==> config.mk <==
export PLATFORM = sky130hd
export DESIGN_NAME = eep_front
export DESIGN_NICKNAME = d
export VERILOG_FILES = /design/src/design/eep_pkg.sv /design/src/design/eep_write_timer.sv /design/src/design/eep_front.sv
export SDC_FILE = /design/constraint.sdc
export NUM_CORES = 1
export LEC_CHECK = 0
export BUFFER_PORTS_ARGS = -buffer_cell sky130_fd_sc_hd__buf_2
export CORE_ASPECT_RATIO = 0.75
export CORE_MARGIN = 2
export CORE_UTILIZATION = 35
export CTS_CLUSTER_DIAMETER = 100
export DETAILED_ROUTE_END_ITERATION = 10
export PLACE_DENSITY = 0.62
export SYNTH_ARGS = -nofsm -noshare
export SYNTH_HDL_FRONTEND = slang
export SYNTH_SLANG_ARGS = --single-unit
==> constraint.sdc <==
create_clock -name clk -period 1.7 [get_ports clk]
set_input_delay 0.085 -clock clk [delete_from_list [all_inputs] [get_ports clk]]
set_output_delay 0.085 -clock clk [all_outputs]
set_load 0.05 [all_outputs]
==> src/design/eep_pkg.sv <==
// constants and types shared by the eeprom serial front end
package eep_pkg;

  // ---------------------------------------------------------------
  // clock and self-timed intervals
  // ---------------------------------------------------------------
  localparam int unsigned CLK_HZ                  = 10_000_000;
  localparam int unsigned WRITE_CYCLE_TIME_MS     = 5;   // longest write_cycle_time
  localparam int unsigned WRITE_CYCLE_CYCLES      = WRITE_CYCLE_TIME_MS * (CLK_HZ / 1000);
  localparam int unsigned POWER_UP_READ_DELAY_MS  = 1;   // power_up_read_delay the host waits
  localparam int unsigned POWER_UP_READ_CYCLES    = POWER_UP_READ_DELAY_MS * (CLK_HZ / 1000);

  // ---------------------------------------------------------------
  // field positions and reset values
  // ---------------------------------------------------------------
  localparam int unsigned PROTECT_PIN_ENABLE_POS  = 7;   // protect_pin_enable_bit in status byte
  localparam int unsigned BYTE_BITS               = 8;
  localparam logic [2:0]  BIT_CNT_RST             = 3'h0;
  localparam logic [2:0]  BIT_CNT_LAST            = 3'h7;
  localparam logic [7:0]  BYTE_RST                = 8'h00;

  // frame state, one-hot
  typedef enum logic [2:0] {
    EEP_IDLE   = 3'b001,
    EEP_ACTIVE = 3'b010,
    EEP_PAUSED = 3'b100
  } eep_state_e;

endpackage : eep_pkg

==> src/design/eep_write_timer.sv <==
// self-timed write cycle counter
module eep_write_timer
  import eep_pkg::*;
#(
  parameter int unsigned CYCLES = WRITE_CYCLE_CYCLES
) (
  input  wire logic clk,
  input  wire logic rst,
  input  wire logic start,
  output logic      busy,
  output logic      done
);

  localparam int unsigned CW = $clog2(CYCLES + 1);

  typedef struct packed {
    logic [CW-1:0] cnt;
    logic          busy;
    logic          done;
  } eep_tmr_s;

  eep_tmr_s tmr_reg;
  eep_tmr_s tmr_next;

  // ---------------------------------------------------------------
  // countdown; a start while busy is ignored so a cycle never stretches
  // ---------------------------------------------------------------
  always_comb begin
    tmr_next      = tmr_reg;
    tmr_next.done = 1'b0;
    if (tmr_reg.busy) begin
      if (tmr_reg.cnt == '0) begin
        tmr_next.busy = 1'b0;
        tmr_next.done = 1'b1;
      end else begin
        tmr_next.cnt = tmr_reg.cnt - 1'b1;
      end
    end else if (start) begin
      tmr_next.busy = 1'b1;
      tmr_next.cnt  = CW'(CYCLES - 1);
    end
  end

  // state register
  always_ff @(posedge clk) begin
    if (rst) begin
      tmr_reg <= '0;
    end else begin
      tmr_reg <= tmr_next;
    end
  end

  assign busy = tmr_reg.busy;
  assign done = tmr_reg.done;
endmodule : eep_write_timer

==> src/design/eep_front.sv <==
// serial pin front end: framing, shifting, pause, write protect, write timer
// Functional notes
// - sample serial input on sck rising edge
// - change serial output on sck falling edge
// - chip select high: output off, standby once no write cycle is running
// - protect pin high imposes no write restriction
// - pin low and enable set: reject status writes
// - pause low suspends transfer, state kept
// - self-timed write ends within write cycle time
// - enable bit seven gates the protect pin
module eep_front
  import eep_pkg::*;
#(
  parameter int unsigned WRITE_CYCLES = WRITE_CYCLE_CYCLES
) (
  input  wire logic       clk,
  input  wire logic       rst,
  input  wire logic       cs_n,
  input  wire logic       sck,
  input  wire logic       si,
  input  wire logic       hold_n,
  input  wire logic       wp_n,
  output logic            so_out,
  output logic            so_oe,
  input  wire logic [7:0] tx_data,
  input  wire logic [7:0] status_byte,
  input  wire logic       write_armed,
  output logic [7:0]      rx_data,
  output logic            rx_valid,
  output logic            tx_load,
  output logic            frame_open,
  output logic            frame_close,
  output logic            status_write_allowed,
  output logic            write_busy,
  output logic            write_done,
  output logic            standby
);

  // ---------------------------------------------------------------
  // state
  // ---------------------------------------------------------------
  typedef struct packed {
    eep_state_e state;
    logic       sck_prev;
    logic [2:0] bit_cnt;
    logic [7:0] rx_shift;
    logic [7:0] rx_data;
    logic       rx_valid;
    logic [7:0] tx_shift;
    logic       so;
    logic       any_byte;
    logic       tx_load;
    logic       frame_open;
    logic       frame_close;
  } eep_front_s;

  eep_front_s fr_reg;
  eep_front_s fr_next;
  logic       sck_rise;
  logic       sck_fall;
  logic       write_start;

  // edges of sck as seen against the last sample
  assign sck_rise = sck & ~fr_reg.sck_prev;
  assign sck_fall = ~sck & fr_reg.sck_prev;

  // ---------------------------------------------------------------
  // frame and shift logic
  // ---------------------------------------------------------------
  always_comb begin
    fr_next             = fr_reg;
    fr_next.sck_prev    = sck;  // tracked even when paused so no stale edge appears on resume
    fr_next.rx_valid    = 1'b0;
    fr_next.tx_load     = 1'b0;
    fr_next.frame_open  = 1'b0;
    fr_next.frame_close = 1'b0;
    case (fr_reg.state)
      EEP_IDLE: begin
        if (!cs_n) begin
          fr_next.state      = hold_n ? EEP_ACTIVE : EEP_PAUSED;
          fr_next.frame_open = 1'b1;
          fr_next.bit_cnt    = BIT_CNT_RST;
          fr_next.any_byte   = 1'b0;
          fr_next.so         = 1'b0;
        end
      end
      EEP_ACTIVE: begin
        if (cs_n) begin
          fr_next.state       = EEP_IDLE;
          fr_next.frame_close = 1'b1;
        end else if (!hold_n) begin
          fr_next.state = EEP_PAUSED;
        end else begin
          if (sck_rise) begin
            fr_next.rx_shift = {fr_reg.rx_shift[6:0], si};
            fr_next.bit_cnt  = fr_reg.bit_cnt + 3'h1;
            if (fr_reg.bit_cnt == BIT_CNT_LAST) begin
              fr_next.rx_data  = {fr_reg.rx_shift[6:0], si};
              fr_next.rx_valid = 1'b1;
              fr_next.any_byte = 1'b1;
            end
          end
          // mode 3 opens with a falling edge; any_byte keeps it from loading
          if (sck_fall && fr_reg.any_byte) begin
            if (fr_reg.bit_cnt == BIT_CNT_RST) begin
              fr_next.so       = tx_data[7];
              fr_next.tx_shift = {tx_data[6:0], 1'b0};
              fr_next.tx_load  = 1'b1;
            end else begin
              fr_next.so       = fr_reg.tx_shift[7];
              fr_next.tx_shift = {fr_reg.tx_shift[6:0], 1'b0};
            end
          end
        end
      end
      EEP_PAUSED: begin
        // sck and si are ignored here; counters and shifters hold
        if (cs_n) begin
          fr_next.state       = EEP_IDLE;
          fr_next.frame_close = 1'b1;
        end else if (hold_n) begin
          fr_next.state = EEP_ACTIVE;
        end
      end
      default: begin
        fr_next.state = EEP_IDLE;
      end
    endcase
  end

  // state register
  always_ff @(posedge clk) begin
    if (rst) begin
      fr_reg          <= '0;
      fr_reg.state    <= EEP_IDLE;
      fr_reg.rx_data  <= BYTE_RST;
      fr_reg.sck_prev <= 1'b0;
    end else begin
      fr_reg <= fr_next;
    end
  end

  // ---------------------------------------------------------------
  // write cycle timer, started by the closing chip select edge
  // ---------------------------------------------------------------
  assign write_start = fr_reg.frame_close & write_armed;

  eep_write_timer #(
    .CYCLES (WRITE_CYCLES)
  ) u_timer (
    .clk   (clk),
    .rst   (rst),
    .start (write_start),
    .busy  (write_busy),
    .done  (write_done)
  );

  // ---------------------------------------------------------------
  // outputs
  // ---------------------------------------------------------------
  assign so_out      = fr_reg.so;
  assign so_oe       = (fr_reg.state == EEP_ACTIVE);
  assign rx_data     = fr_reg.rx_data;
  assign rx_valid    = fr_reg.rx_valid;
  assign tx_load     = fr_reg.tx_load;
  assign frame_open  = fr_reg.frame_open;
  assign frame_close = fr_reg.frame_close;
  // a running write cycle keeps the part out of standby
  assign standby     = (fr_reg.state == EEP_IDLE) & ~write_busy;
  // pin only matters when the enable bit is set
  assign status_write_allowed = wp_n | ~status_byte[PROTECT_PIN_ENABLE_POS];
endmodule : eep_front

## Yosys cells after proc, flatten, opt, wreduce, memory -nomap -nowiden

Cells that the tools add are included.
W data, S select, Z words.

- $add $sub $neg: 2
- Multiply operators: 0
- Div/mod/pow operators: 0
- Magnitude comparators: 0
- Eq/ne operators: 13
- Shift operators: 0
- Muxes and demuxes: 27
- Bitwise logic cells: 16
- Reduce and logical (&&, ||, !) cells: 19

Operators by type and width:

| cell | count |
|---|---|
| $mux W31 | 2 |
| $mux W17 | 2 |
| $mux W9 | 3 |
| $mux W3 | 7 |
| $mux W20 | 1 |
| $logic_not A16 Y1 | 1 |
| $mux W16 | 1 |
| $sub A16 B1 Y16 const B | 1 |
| $reduce_and A5 Y1 | 3 |
| $not A1 Y1 | 11 |
| $reduce_or A5 Y1 | 2 |
| $pmux W3 S3 | 1 |
| $ne A2 B2 Y1 const B | 4 |
| $reduce_and A4 Y1 | 2 |
| $reduce_or A2 Y1 | 4 |
| $eq A3 B3 Y1 const B | 2 |
| $mux W1 | 6 |
| $ne A2 B1 Y1 const B | 3 |
| $ne A3 B3 Y1 const B | 2 |
| $pmux W3 S2 | 1 |
| $reduce_and A6 Y1 | 1 |
| $and A1 B1 Y1 | 4 |
| $mux W2 | 2 |
| $pmux W2 S2 | 1 |
| other kinds (9) | 10 |

- Register bits: 55
- Bits in latches: 0
- RAM bits: 0
- Memory bits (read-only): 0
- Output and inout port bits: 18
- Word-level logic and storage cells: 92
- Memories: 0

## Logic depth before layout (Yosys ltp)

Gate-level depths: netlist (run 1).

- Depth after elaboration: 7
- Gate-level depth with buffers: 7
- Depth with buffers taken out: 6

## Hierarchy

Synthesis (run 1) repeated with hierarchy kept, for this count alone.

- Cell total of the unflattened synthesis: 263
- Area, all modules: 2527.4 sq um

Modules (own cells, without submodules):

| module | times used | cells an instance | area each (sq um) |
|---|---|---|---|
| eep_front | 1 | 149 | 1522.7 |
| eep_write_timer | 1 | 114 | 1004.7 |

## Least setup slack after synthesis (run 1)

OpenSTA, ideal clock, no wires.

- Path kind: flip-flop to flip-flop
- Start: register fr_reg[35] (netlist bit)
- End: register rx_data[4] (netlist name)
- Setup time: 71 ps
- Arrival: 2666 ps
- Data required time: 1629 ps
- Setup slack: -1036 ps
- Stages on the path, launching flop included: 7
- Cells stage by stage: dfxtp_1 nor3b_1 and3_1 buf_2 buf_2 nand3_1 a21oi_1

- Cells in the longest elaborated chain, start to end: 2

Ends and longest elaborated chain:

| what | line | text |
|---|---|---|
| from (decl) | eep_front.sv:57 | `eep_front_s fr_reg;` |
| from (signal assigned) | eep_front.sv:139 | `fr_reg <= fr_next;` |
| $eq A3 B2 Y1 | - |  |
| net so_oe | eep_front.sv:24 | `output logic so_oe,` |
| $reduce_and A5 Y1 (no line) | - |  |

The timed path passes the listed nets, and every way through them passes these cells.
A chain may end at the register's enable or synchronous reset.

## Worst setup path after layout (run 1)

- Start: register u_timer.tmr_reg[16] (netlist bit)
- End: register u_timer.tmr_reg[6] (netlist bit)

- Cells in the longest elaborated chain, start to end: 3

Ends and longest elaborated chain:

| what | line | text |
|---|---|---|
| from (decl) | eep_write_timer.sv:22 | `eep_tmr_s tmr_reg;` |
| from (signal assigned) | eep_write_timer.sv:49 | `tmr_reg <= tmr_next;` |
| $logic_not A16 Y1 | eep_write_timer.sv:32 | `if (tmr_reg.cnt == '0) begin` |
| $ne A2 B2 Y1 (no line) | - |  |
| $reduce_and A2 Y1 (no line) | - |  |

Every way passes these cells.

==> PnR_summary.wiki, run 1 <==
{| class="wikitable"
! Metric !! Value
|-
| Comb power frac || 0.067
|-
| Final hold viol count || 0
|-
| Cell type contributing the most total cell area after synthesis || sky130_fd_sc_hd__dfxtp_1
|-
| Average wire per standard cell || 14.4 um
|-
| Commonest cells after routing, fill and taps aside || sky130_fd_sc_hd__dfxtp_1, sky130_fd_sc_hd__buf_4, sky130_fd_sc_hd__buf_2
|-
| Max rail drop VDD || 0.000318 V
|-
| Slowest stage cell on the critical path || sky130_fd_sc_hd__or4_4
|-
| Area share of fa/ha/maj cells after synthesis || 0.0207
|-
| Global route overflow || 0
|-
| Post-place setup slack || -0.115 ns
|-
| Required time worst endpoint || 1.90 ns
|-
| Final net count || 360
|-
| Final Max Slew Viols || 0
|-
| Antenna Nets Post-Route || 0
|-
| Vias in the first global route || 2041
|-
| Simple-gate share of the synthesized area || 0.247
|-
| Highest cell delay on the worst timing path || 0.55 ns
|-
| Worst Setup Start Kind || register
|-
| Category of cells accounting for the largest share of critical-path delay || compound AO/OA/AOI/OAI gates
|-
| Static leakage || 1.32 nW
|-
| Combinational family with the most area after synthesis || simple AND/OR/NAND/NOR gates
|-
| Vias/cell || 5.32
|-
| Worst R2R Start || u_timer.tmr_reg[16]$_SDFFE_PP0P_
|-
| Routed wire length || 6000 um
|-
| Met3 routed WL || 289 um
|-
| Worst-case setup margin in the final layout || -0.126 ns
|-
| TritonCTS clock tree || built
|-
| Effective utilization at floorplan || 0.358
|-
| CTS root buffer || sky130_fd_sc_hd__clkbuf_8
|-
| Startpoint of the worst setup timing path || u_timer.tmr_reg[16]$_SDFFE_PP0P_
|-
| Top metal layer carrying routed signals || met4
|-
| Yosys cell types || 48
|-
| FP Rows || 26
|-
| Diodes inserted || 0
|-
| Worst hold path class || in -> reg
|-
| Register clock-pin slew on the reported worst setup and hold paths || 0.10 ns
|-
| Placed wire-length estimate after detailed placement || 4040 um
|-
| Final Critical Period || 1.83 ns
|-
| Worst setup path category || reg -> reg
|-
| Accumulated negative setup slack || -0.483 ns
|-
| Maximum number of pins on one net before global-route repair || 29
|-
| Maximum fanout count along the critical path || 5
|-
| Final weighted congestion in routability-driven placement || 0.880
|-
| Footprint of the flip-flops and latches || 0.00107 sq mm
|-
| Unrepaired setup endpoints after global routing || true
|-
| Critical path arrival || 2.03 ns
|-
| Cell area after layout || 0.00317 sq mm
|-
| Inserted Clock Buffers || 5
|-
| Prevailing post-synth register cell || sky130_fd_sc_hd__dfxtp_1
|-
| Power density over cell area || 735 mW/mm^2
|-
| Clock latency at the later pin of the worst-skew pair || 0.31 ns
|-
| Area fraction in compound gates after synthesis || 0.163
|-
| Clock share of power || 0.394
|-
| Total design power || 2.33 mW
|-
| Final setup fails || 8
|-
| Most frequent standard cell in the layout excluding fill and tap cells || sky130_fd_sc_hd__dfxtp_1
|-
| Final core utilization || 0.471
|-
| Number of sinks driven by the clock tree || 53
|-
| Max frequency || 0.548 GHz
|-
| Area occupied by multi-input gates || 0.00136 sq mm
|-
| Internal || 1.79 mW
|-
| Worst setup skew after layout || 0.00669 ns
|-
| Count of H-tree levels built during CTS || 2
|-
| Cell area after technology mapping || 0.00241 sq mm
|-
| M1 WL || 2970 um
|-
| Area contributors post-synth || sky130_fd_sc_hd__dfxtp_1, sky130_fd_sc_hd__mux2i_1, sky130_fd_sc_hd__nor2_1
|-
| Synth Area in XOR/XNOR || 0.00726
|-
| Source of the worst hold timing path || tx_data[0]
|-
| Ratio of final minimum period to clock period || 1.07
|-
| Overall routing resource usage || 0.159
|-
| Worst path buffer plus inverter count || 0
|-
| Critical path cell sequence || or4_4, o41a_1, a22oi_1, nor2_1
|-
| Total number of yosys warnings || 0
|-
| DRC viols || 0
|-
| Status || finished with violations
|-
| Vertical extent of the die || 75.9 um
|-
| P&R area growth vs syn || 31.4%
|-
| Switching component of the power || 0.540 mW
|-
| Syn nets || 303
|-
| Clock Tree Buf Depth || 2
|-
| Number of instances in the synthesized netlist || 275
|-
| Number of buffer cells added on primary ports || 34
|-
| Number of antenna violations at the first check in global routing || 0
|-
| Starting DRT DRC Count || 80
|-
| Async SR Flop Fraction || 0
|-
| Worst Max-Slew Pin Slew || 0.540 ns
|-
| Max reg flops || 22
|-
| Share of cells above drive strength 1 || 0.342
|-
| DR pass1 iterations || 4
|-
| Width of the die || 99.9 um
|-
| Violated checks || setup timing
|-
| Share of synthesized area occupied by flip-flops and latches || 0.440
|-
| First-pass GRT wire length || 9740 um
|-
| Fraction of power consumed by sequential logic || 0.539
|-
| Core Footprint || 0.00673 sq mm
|-
| Element type at the critical path end || register
|-
| Total die area || 0.00758 sq mm
|-
| Share of Yosys cell area claimed by the top area cell type || 0.440
|-
| Number of enable-type register cells in the synthesized netlist || 0
|-
| Max-capacitance violation count || 0
|-
| Number of primary I/O pins || 42
|-
| Post-Place Cell Area || 0.00286 sq mm
|-
| Switching share of power || 0.232
|-
| Average size of a mapped cell || 8.78 sq um
|-
| Layout fillers || 647
|-
| Total via count after detailed routing || 2218
|-
| Portion of netlist area occupied by mux cells || 0.0586
|-
| Flip-flop and latch count after synthesis || 53
|-
| Met2 wire len || 2660 um
|-
| Worst relative slew slack || 0.640
|}
[cells in the mapped netlist (5+ instances only)]
master	instances
sky130_fd_sc_hd__a211oi_1	10
sky130_fd_sc_hd__a21oi_1	17
sky130_fd_sc_hd__buf_4	8
sky130_fd_sc_hd__clkbuf_1	10
sky130_fd_sc_hd__dfxtp_1	53
sky130_fd_sc_hd__inv_1	10
sky130_fd_sc_hd__mux2i_1	13
sky130_fd_sc_hd__nand2_1	17
sky130_fd_sc_hd__nand2b_1	5
sky130_fd_sc_hd__nand3_1	13
sky130_fd_sc_hd__nor2_1	29
sky130_fd_sc_hd__nor3_1	11
sky130_fd_sc_hd__nor4_1	7
sky130_fd_sc_hd__o21ai_0	7
sky130_fd_sc_hd__or4_1	5
[through the flow]
step / std cells / hold slack, ns
floorplan: 275 / 0.157
global placement: 403 / 0.299
detailed placement: 403 / 0.303
CTS: 416 / 0.0152
global route: 417 / 0.0151
finish: 417 / 0.0193
[layout make-up]
type,count,area share
clock buffer,6,0.0260
clock inverter,2,0.0114
inverter,10,0.0118
multi-input combinational,190,0.429
sequential,53,0.338
tap,84,0.0331
timing repair buffer,72,0.150
[final timing paths]
path	end	slack, ns	depth (start not counted)
hold reg to reg	rx_data[2]$_SDFFE_PP0P_	0.46	2
setup / recovery	u_timer.tmr_reg[6]$_SDFFE_PP0P_	-0.13	4
setup reg to reg	u_timer.tmr_reg[6]$_SDFFE_PP0P_	-0.13	4
hold / removal	fr_reg[6]$_SDFFE_PP0P_	0.02	3
[metal layers]
| metal | vias up | GRT usage |
|---|---|---|
| met4 | 0 | 0.0534 |
| met5 | - | 0 |
| met1 | 1056 | 0.231 |
| met2 | 45 | 0.236 |
| li1 | 1110 | - |
| met3 | 7 | 0.0332 |
[power groups by stage]
stage	Clock [mW]	Combinational [mW]	Sequential [mW]
5_1_grt	0.982	0.171	1.26
6_report	0.918	0.157	1.26
2_1_floorplan	0	0.0814	1.29
3_3_place_gp	0	0.140	1.28
4_1_cts	0.930	0.150	1.26
3_5_place_dp	0	0.141	1.28
[worst register-to-register path, stage by stage (launching register included)]
cell and delay [ns]:
sky130_fd_sc_hd__dfxtp_1 0.38, sky130_fd_sc_hd__or4_4 0.55, sky130_fd_sc_hd__o41a_1 0.53, sky130_fd_sc_hd__a22oi_1 0.21, sky130_fd_sc_hd__nor2_1 0.05
[cell families (layout without fill, tap and decap cells)]
logic type | after synthesis | in the layout
and+or+nand+nor | 112 | 112
buffers and inverters | 32 | 90
AOI/OAI and AO/OA | 58 | 58
xor gates and xnor gates | 2 | 2
adders and majority gates | 4 | 4
muxes | 14 | 14
DFF | 53 | 53
[repair_timing]
item / in CTS / in global routing
setup buffers: 4 / 1
endpoints found under the setup margin: 14 / 18
cloned: 0 / 0
hold buffers: 1 / 0
endpoints found under the hold margin: 1 / 0
pin swaps: 5 / 5
gates resized for setup: 14 / 17
No activity file was read; power rests on OpenSTA's default activity.
==> run 2, diff against run 1 <==
--- a/config.mk
+++ b/config.mk
@@ -14,4 +14,5 @@
 export PLACE_DENSITY = 0.62
 export SYNTH_ARGS = -nofsm -noshare
 export SYNTH_HDL_FRONTEND = slang
+export SYNTH_HIERARCHICAL = 1
 export SYNTH_SLANG_ARGS = --single-unit
==> PnR_summary.wiki, run 2 <==
{| class="wikitable"
! Metric !! Value
|-
| Status || complete, no violations
|-
| Critical path cell sequence || nor4_4, buf_4, nand4_1, or4_1, o211ai_1
|-
| P&R area growth vs syn || 23.0%
|-
| Required time worst endpoint || 1.92 ns
|-
| Number of primary I/O pins || 42
|-
| Worst setup path category || reg -> reg
|-
| Average wire per standard cell || 12.1 um
|-
| M1 WL || 2550 um
|-
| Total die area || 0.00792 sq mm
|-
| Slowest stage cell on the critical path || sky130_fd_sc_hd__or4_1
|-
| Clock Tree Buf Depth || 2
|-
| Top metal layer carrying routed signals || met4
|-
| R2R cell count || 5
|-
| Register-to-register setup slack || 0.04 ns
|-
| Inserted Clock Buffers || 5
|-
| Final core utilization || 0.451
|-
| Worst setup skew after layout || 0.0109 ns
|-
| Share of cells above drive strength 1 || 0.338
|-
| Core Footprint || 0.00690 sq mm
|-
| Vias in the first global route || 1899
|-
| Number of antenna violations at the first check in global routing || 0
|-
| Commonest cells after routing, fill and taps aside || sky130_fd_sc_hd__dfxtp_1, sky130_fd_sc_hd__buf_2, sky130_fd_sc_hd__nor2_1
|-
| Most repeated cell in the gate-level netlist after synthesis || sky130_fd_sc_hd__dfxtp_1
|-
| Worst setup path end || u_timer/tmr_reg[16]$_SDFFE_PP0P_
|-
| Worst Setup Start Kind || register
|-
| Overall routing resource usage || 0.132
|-
| Flip-flop and latch count after synthesis || 53
|-
| Average size of a mapped cell || 9.61 sq um
|-
| Share of Yosys cell area claimed by the top area cell type || 0.420
|-
| Worst Max-Slew Pin Slew || 0.464 ns
|-
| Power density over cell area || 733 mW/mm^2
|-
| Async SR Flop Fraction || 0
|-
| Max rail drop VDD || 0.000330 V
|-
| Max-capacitance violation count || 0
|-
| Clock latency at the later pin of the worst-skew pair || 0.30 ns
|-
| Final Max Slew Viols || 0
|-
| Diodes inserted || 0
|-
| Maximum fanout count along the critical path || 4
|-
| Antenna Nets Post-Route || 0
|-
| TritonCTS clock tree || built
|-
| Met3 routed WL || 168 um
|-
| Most frequent standard cell in the layout excluding fill and tap cells || sky130_fd_sc_hd__dfxtp_1
|-
| Register clock-pin slew on the reported worst setup and hold paths || 0.10 ns
|-
| Final setup fails || 0
|-
| Post-Layout Cell Count || 412
|-
| Share of synthesized area occupied by flip-flops and latches || 0.420
|-
| FP Rows || 26
|-
| Startpoint of the worst setup timing path || u_timer/tmr_reg[9]$_SDFFE_PP0P_
|-
| Worst R2R Start || u_timer/tmr_reg[9]$_SDFFE_PP0P_
|-
| Number of buffer cells added on primary ports || 34
|-
| Number of sinks driven by the clock tree || 53
|-
| Cell area after technology mapping || 0.00253 sq mm
|-
| Total design power || 2.28 mW
|-
| Unrepaired setup endpoints after global routing || true
|-
| Worst hold path class || in -> reg
|-
| Maximum number of pins on one net before global-route repair || 26
|-
| Total number of yosys warnings || 6
|-
| Syn nets || 291
|-
| Max frequency || 0.601 GHz
|-
| Vias/cell || 4.95
|-
| Element type at the critical path end || register
|-
| Starting DRT DRC Count || 52
|-
| Routed wire length || 4990 um
|-
| Placed wire-length estimate after detailed placement || 3590 um
|-
| Accumulated negative setup slack || 0 ns
|-
| DRC viols || 0
|-
| Worst reg2reg endpoint || u_timer/tmr_reg[16]$_SDFFE_PP0P_
|-
| Global route overflow || 0
|-
| Total via count after detailed routing || 2038
|-
| Static leakage || 1.37 nW
|-
| Final Critical Period || 1.66 ns
|-
| Vertical extent of the die || 77.6 um
|-
| Number of instances in the synthesized netlist || 263
|-
| Ratio of final minimum period to clock period || 0.979
|-
| Area contributors post-synth || sky130_fd_sc_hd__dfxtp_1, sky130_fd_sc_hd__mux2i_1, sky130_fd_sc_hd__nor2_1
|-
| Critical path arrival || 1.89 ns
|-
| Highest cell delay on the worst timing path || 0.50 ns
|-
| Cell type contributing the most total cell area after synthesis || sky130_fd_sc_hd__dfxtp_1
|-
| Met2 wire len || 2210 um
|-
| Number of enable-type register cells in the synthesized netlist || 0
|-
| Count of H-tree levels built during CTS || 2
|-
| Final net count || 341
|-
| Final weighted congestion in routability-driven placement || 0.775
|-
| Most frequent cells after synthesis || sky130_fd_sc_hd__dfxtp_1, sky130_fd_sc_hd__nor2_1, sky130_fd_sc_hd__mux2i_1
|-
| Width of the die || 102 um
|-
| Number of cells after detailed placement || 393
|-
| Final hold viol count || 0
|-
| First-pass GRT wire length || 8450 um
|-
| CTS root buffer || sky130_fd_sc_hd__clkbuf_8
|-
| Yosys cell types || 55
|-
| Worst relative slew slack || 0.689
|-
| DR pass1 iterations || 4
|-
| Prevailing post-synth register cell || sky130_fd_sc_hd__dfxtp_1
|-
| Effective utilization at floorplan || 0.366
|-
| Max reg flops || 22
|}
-- run 2: power breakdown --
part | total (mW) | switching [mW] | internal, mW
Combinational | 0.162 | 0.0934 | 0.0686
Sequential | 1.26 | 0.0109 | 1.25
Clock | 0.856 | 0.413 | 0.443
-- run 2: logic make-up (layout without fill, tap and decap cells) --
logic type / Yosys count / in the layout / share of synthesized area
AO/OA/AOI/OAI: 43 / 43 / 0.123
XOR/XNOR: 1 / 1 / 0.00347
adder cells (fa/ha/maj): 4 / 4 / 0.0198
buffers and inverters: 29 / 80 / 0.0658
flip-flops: 53 / 53 / 0.420
multiplexers: 27 / 27 / 0.107
AND/OR/NAND/NOR: 106 / 106 / 0.260
-- run 2: final cells by class --
class	instances	area [sq um]
timing repair buffer	63	407
clock inverter	2	38.8
tap	98	123
fill	694	3790
clock buffer	6	72.6
inverter	9	33.8
multi-input combinational	181	1360
sequential	53	1080
-- run 2: metrics by stage --
stage / area (sq um) / hold slack [ns] / worst slack [ns]
3_5_place_dp: 2850 / 0.282 / -0.000571
4_1_cts: 2980 / 0.0174 / 0.00325
5_1_grt: 3110 / 0.0255 / -0.0897
6_report: 3110 / 0.0236 / 0.0365
2_1_floorplan: 2540 / 0.148 / -0.0202
3_3_place_gp: 2850 / 0.276 / 0.0141
-- run 2: repair_timing --
item,in CTS,in global routing
pin swaps,2,8
resized for setup,3,18
hold endpoints to repair,2,0
gates cloned,0,0
hold buffers,1,0
setup endpoints to repair,3,12
buffers inserted,1,9
-- run 2: metal layers --
metal / track usage / vias up
li1: - / 1053
met1: 0.181 / 949
met2: 0.205 / 30
met3: 0.0252 / 6
met4: 0.0480 / 0
met5: 0 / -
-- run 2: worst max-delay path: cells and delay by family, from the launching register on --
| family | cells | cell delay, ns |
|---|---|---|
| DFF | 1 | 0.36 |
| buffers and inverters | 1 | 0.17 |
| AOI/OAI and AO/OA | 1 | 0.09 |
| and+or+nand+nor | 3 | 0.97 |
-- run 2: how the worst min path moves through the flow --
stage               startpoint                       to  slack [ns]  depth (start not counted)
detailed placement      hold_n  fr_reg[36]$_SDFFE_PP0P_        0.28                          2
CTS                        sck    fr_reg[33]$_SDFF_PP0_        0.02                          2
finish              tx_data[0]   fr_reg[6]$_SDFFE_PP0P_        0.02                          3
global placement        hold_n  fr_reg[36]$_SDFFE_PP0P_        0.28                          2
floorplan               hold_n  fr_reg[36]$_SDFFE_PP0P_        0.15                          1
global route        tx_data[0]   fr_reg[6]$_SDFFE_PP0P_        0.03                          3
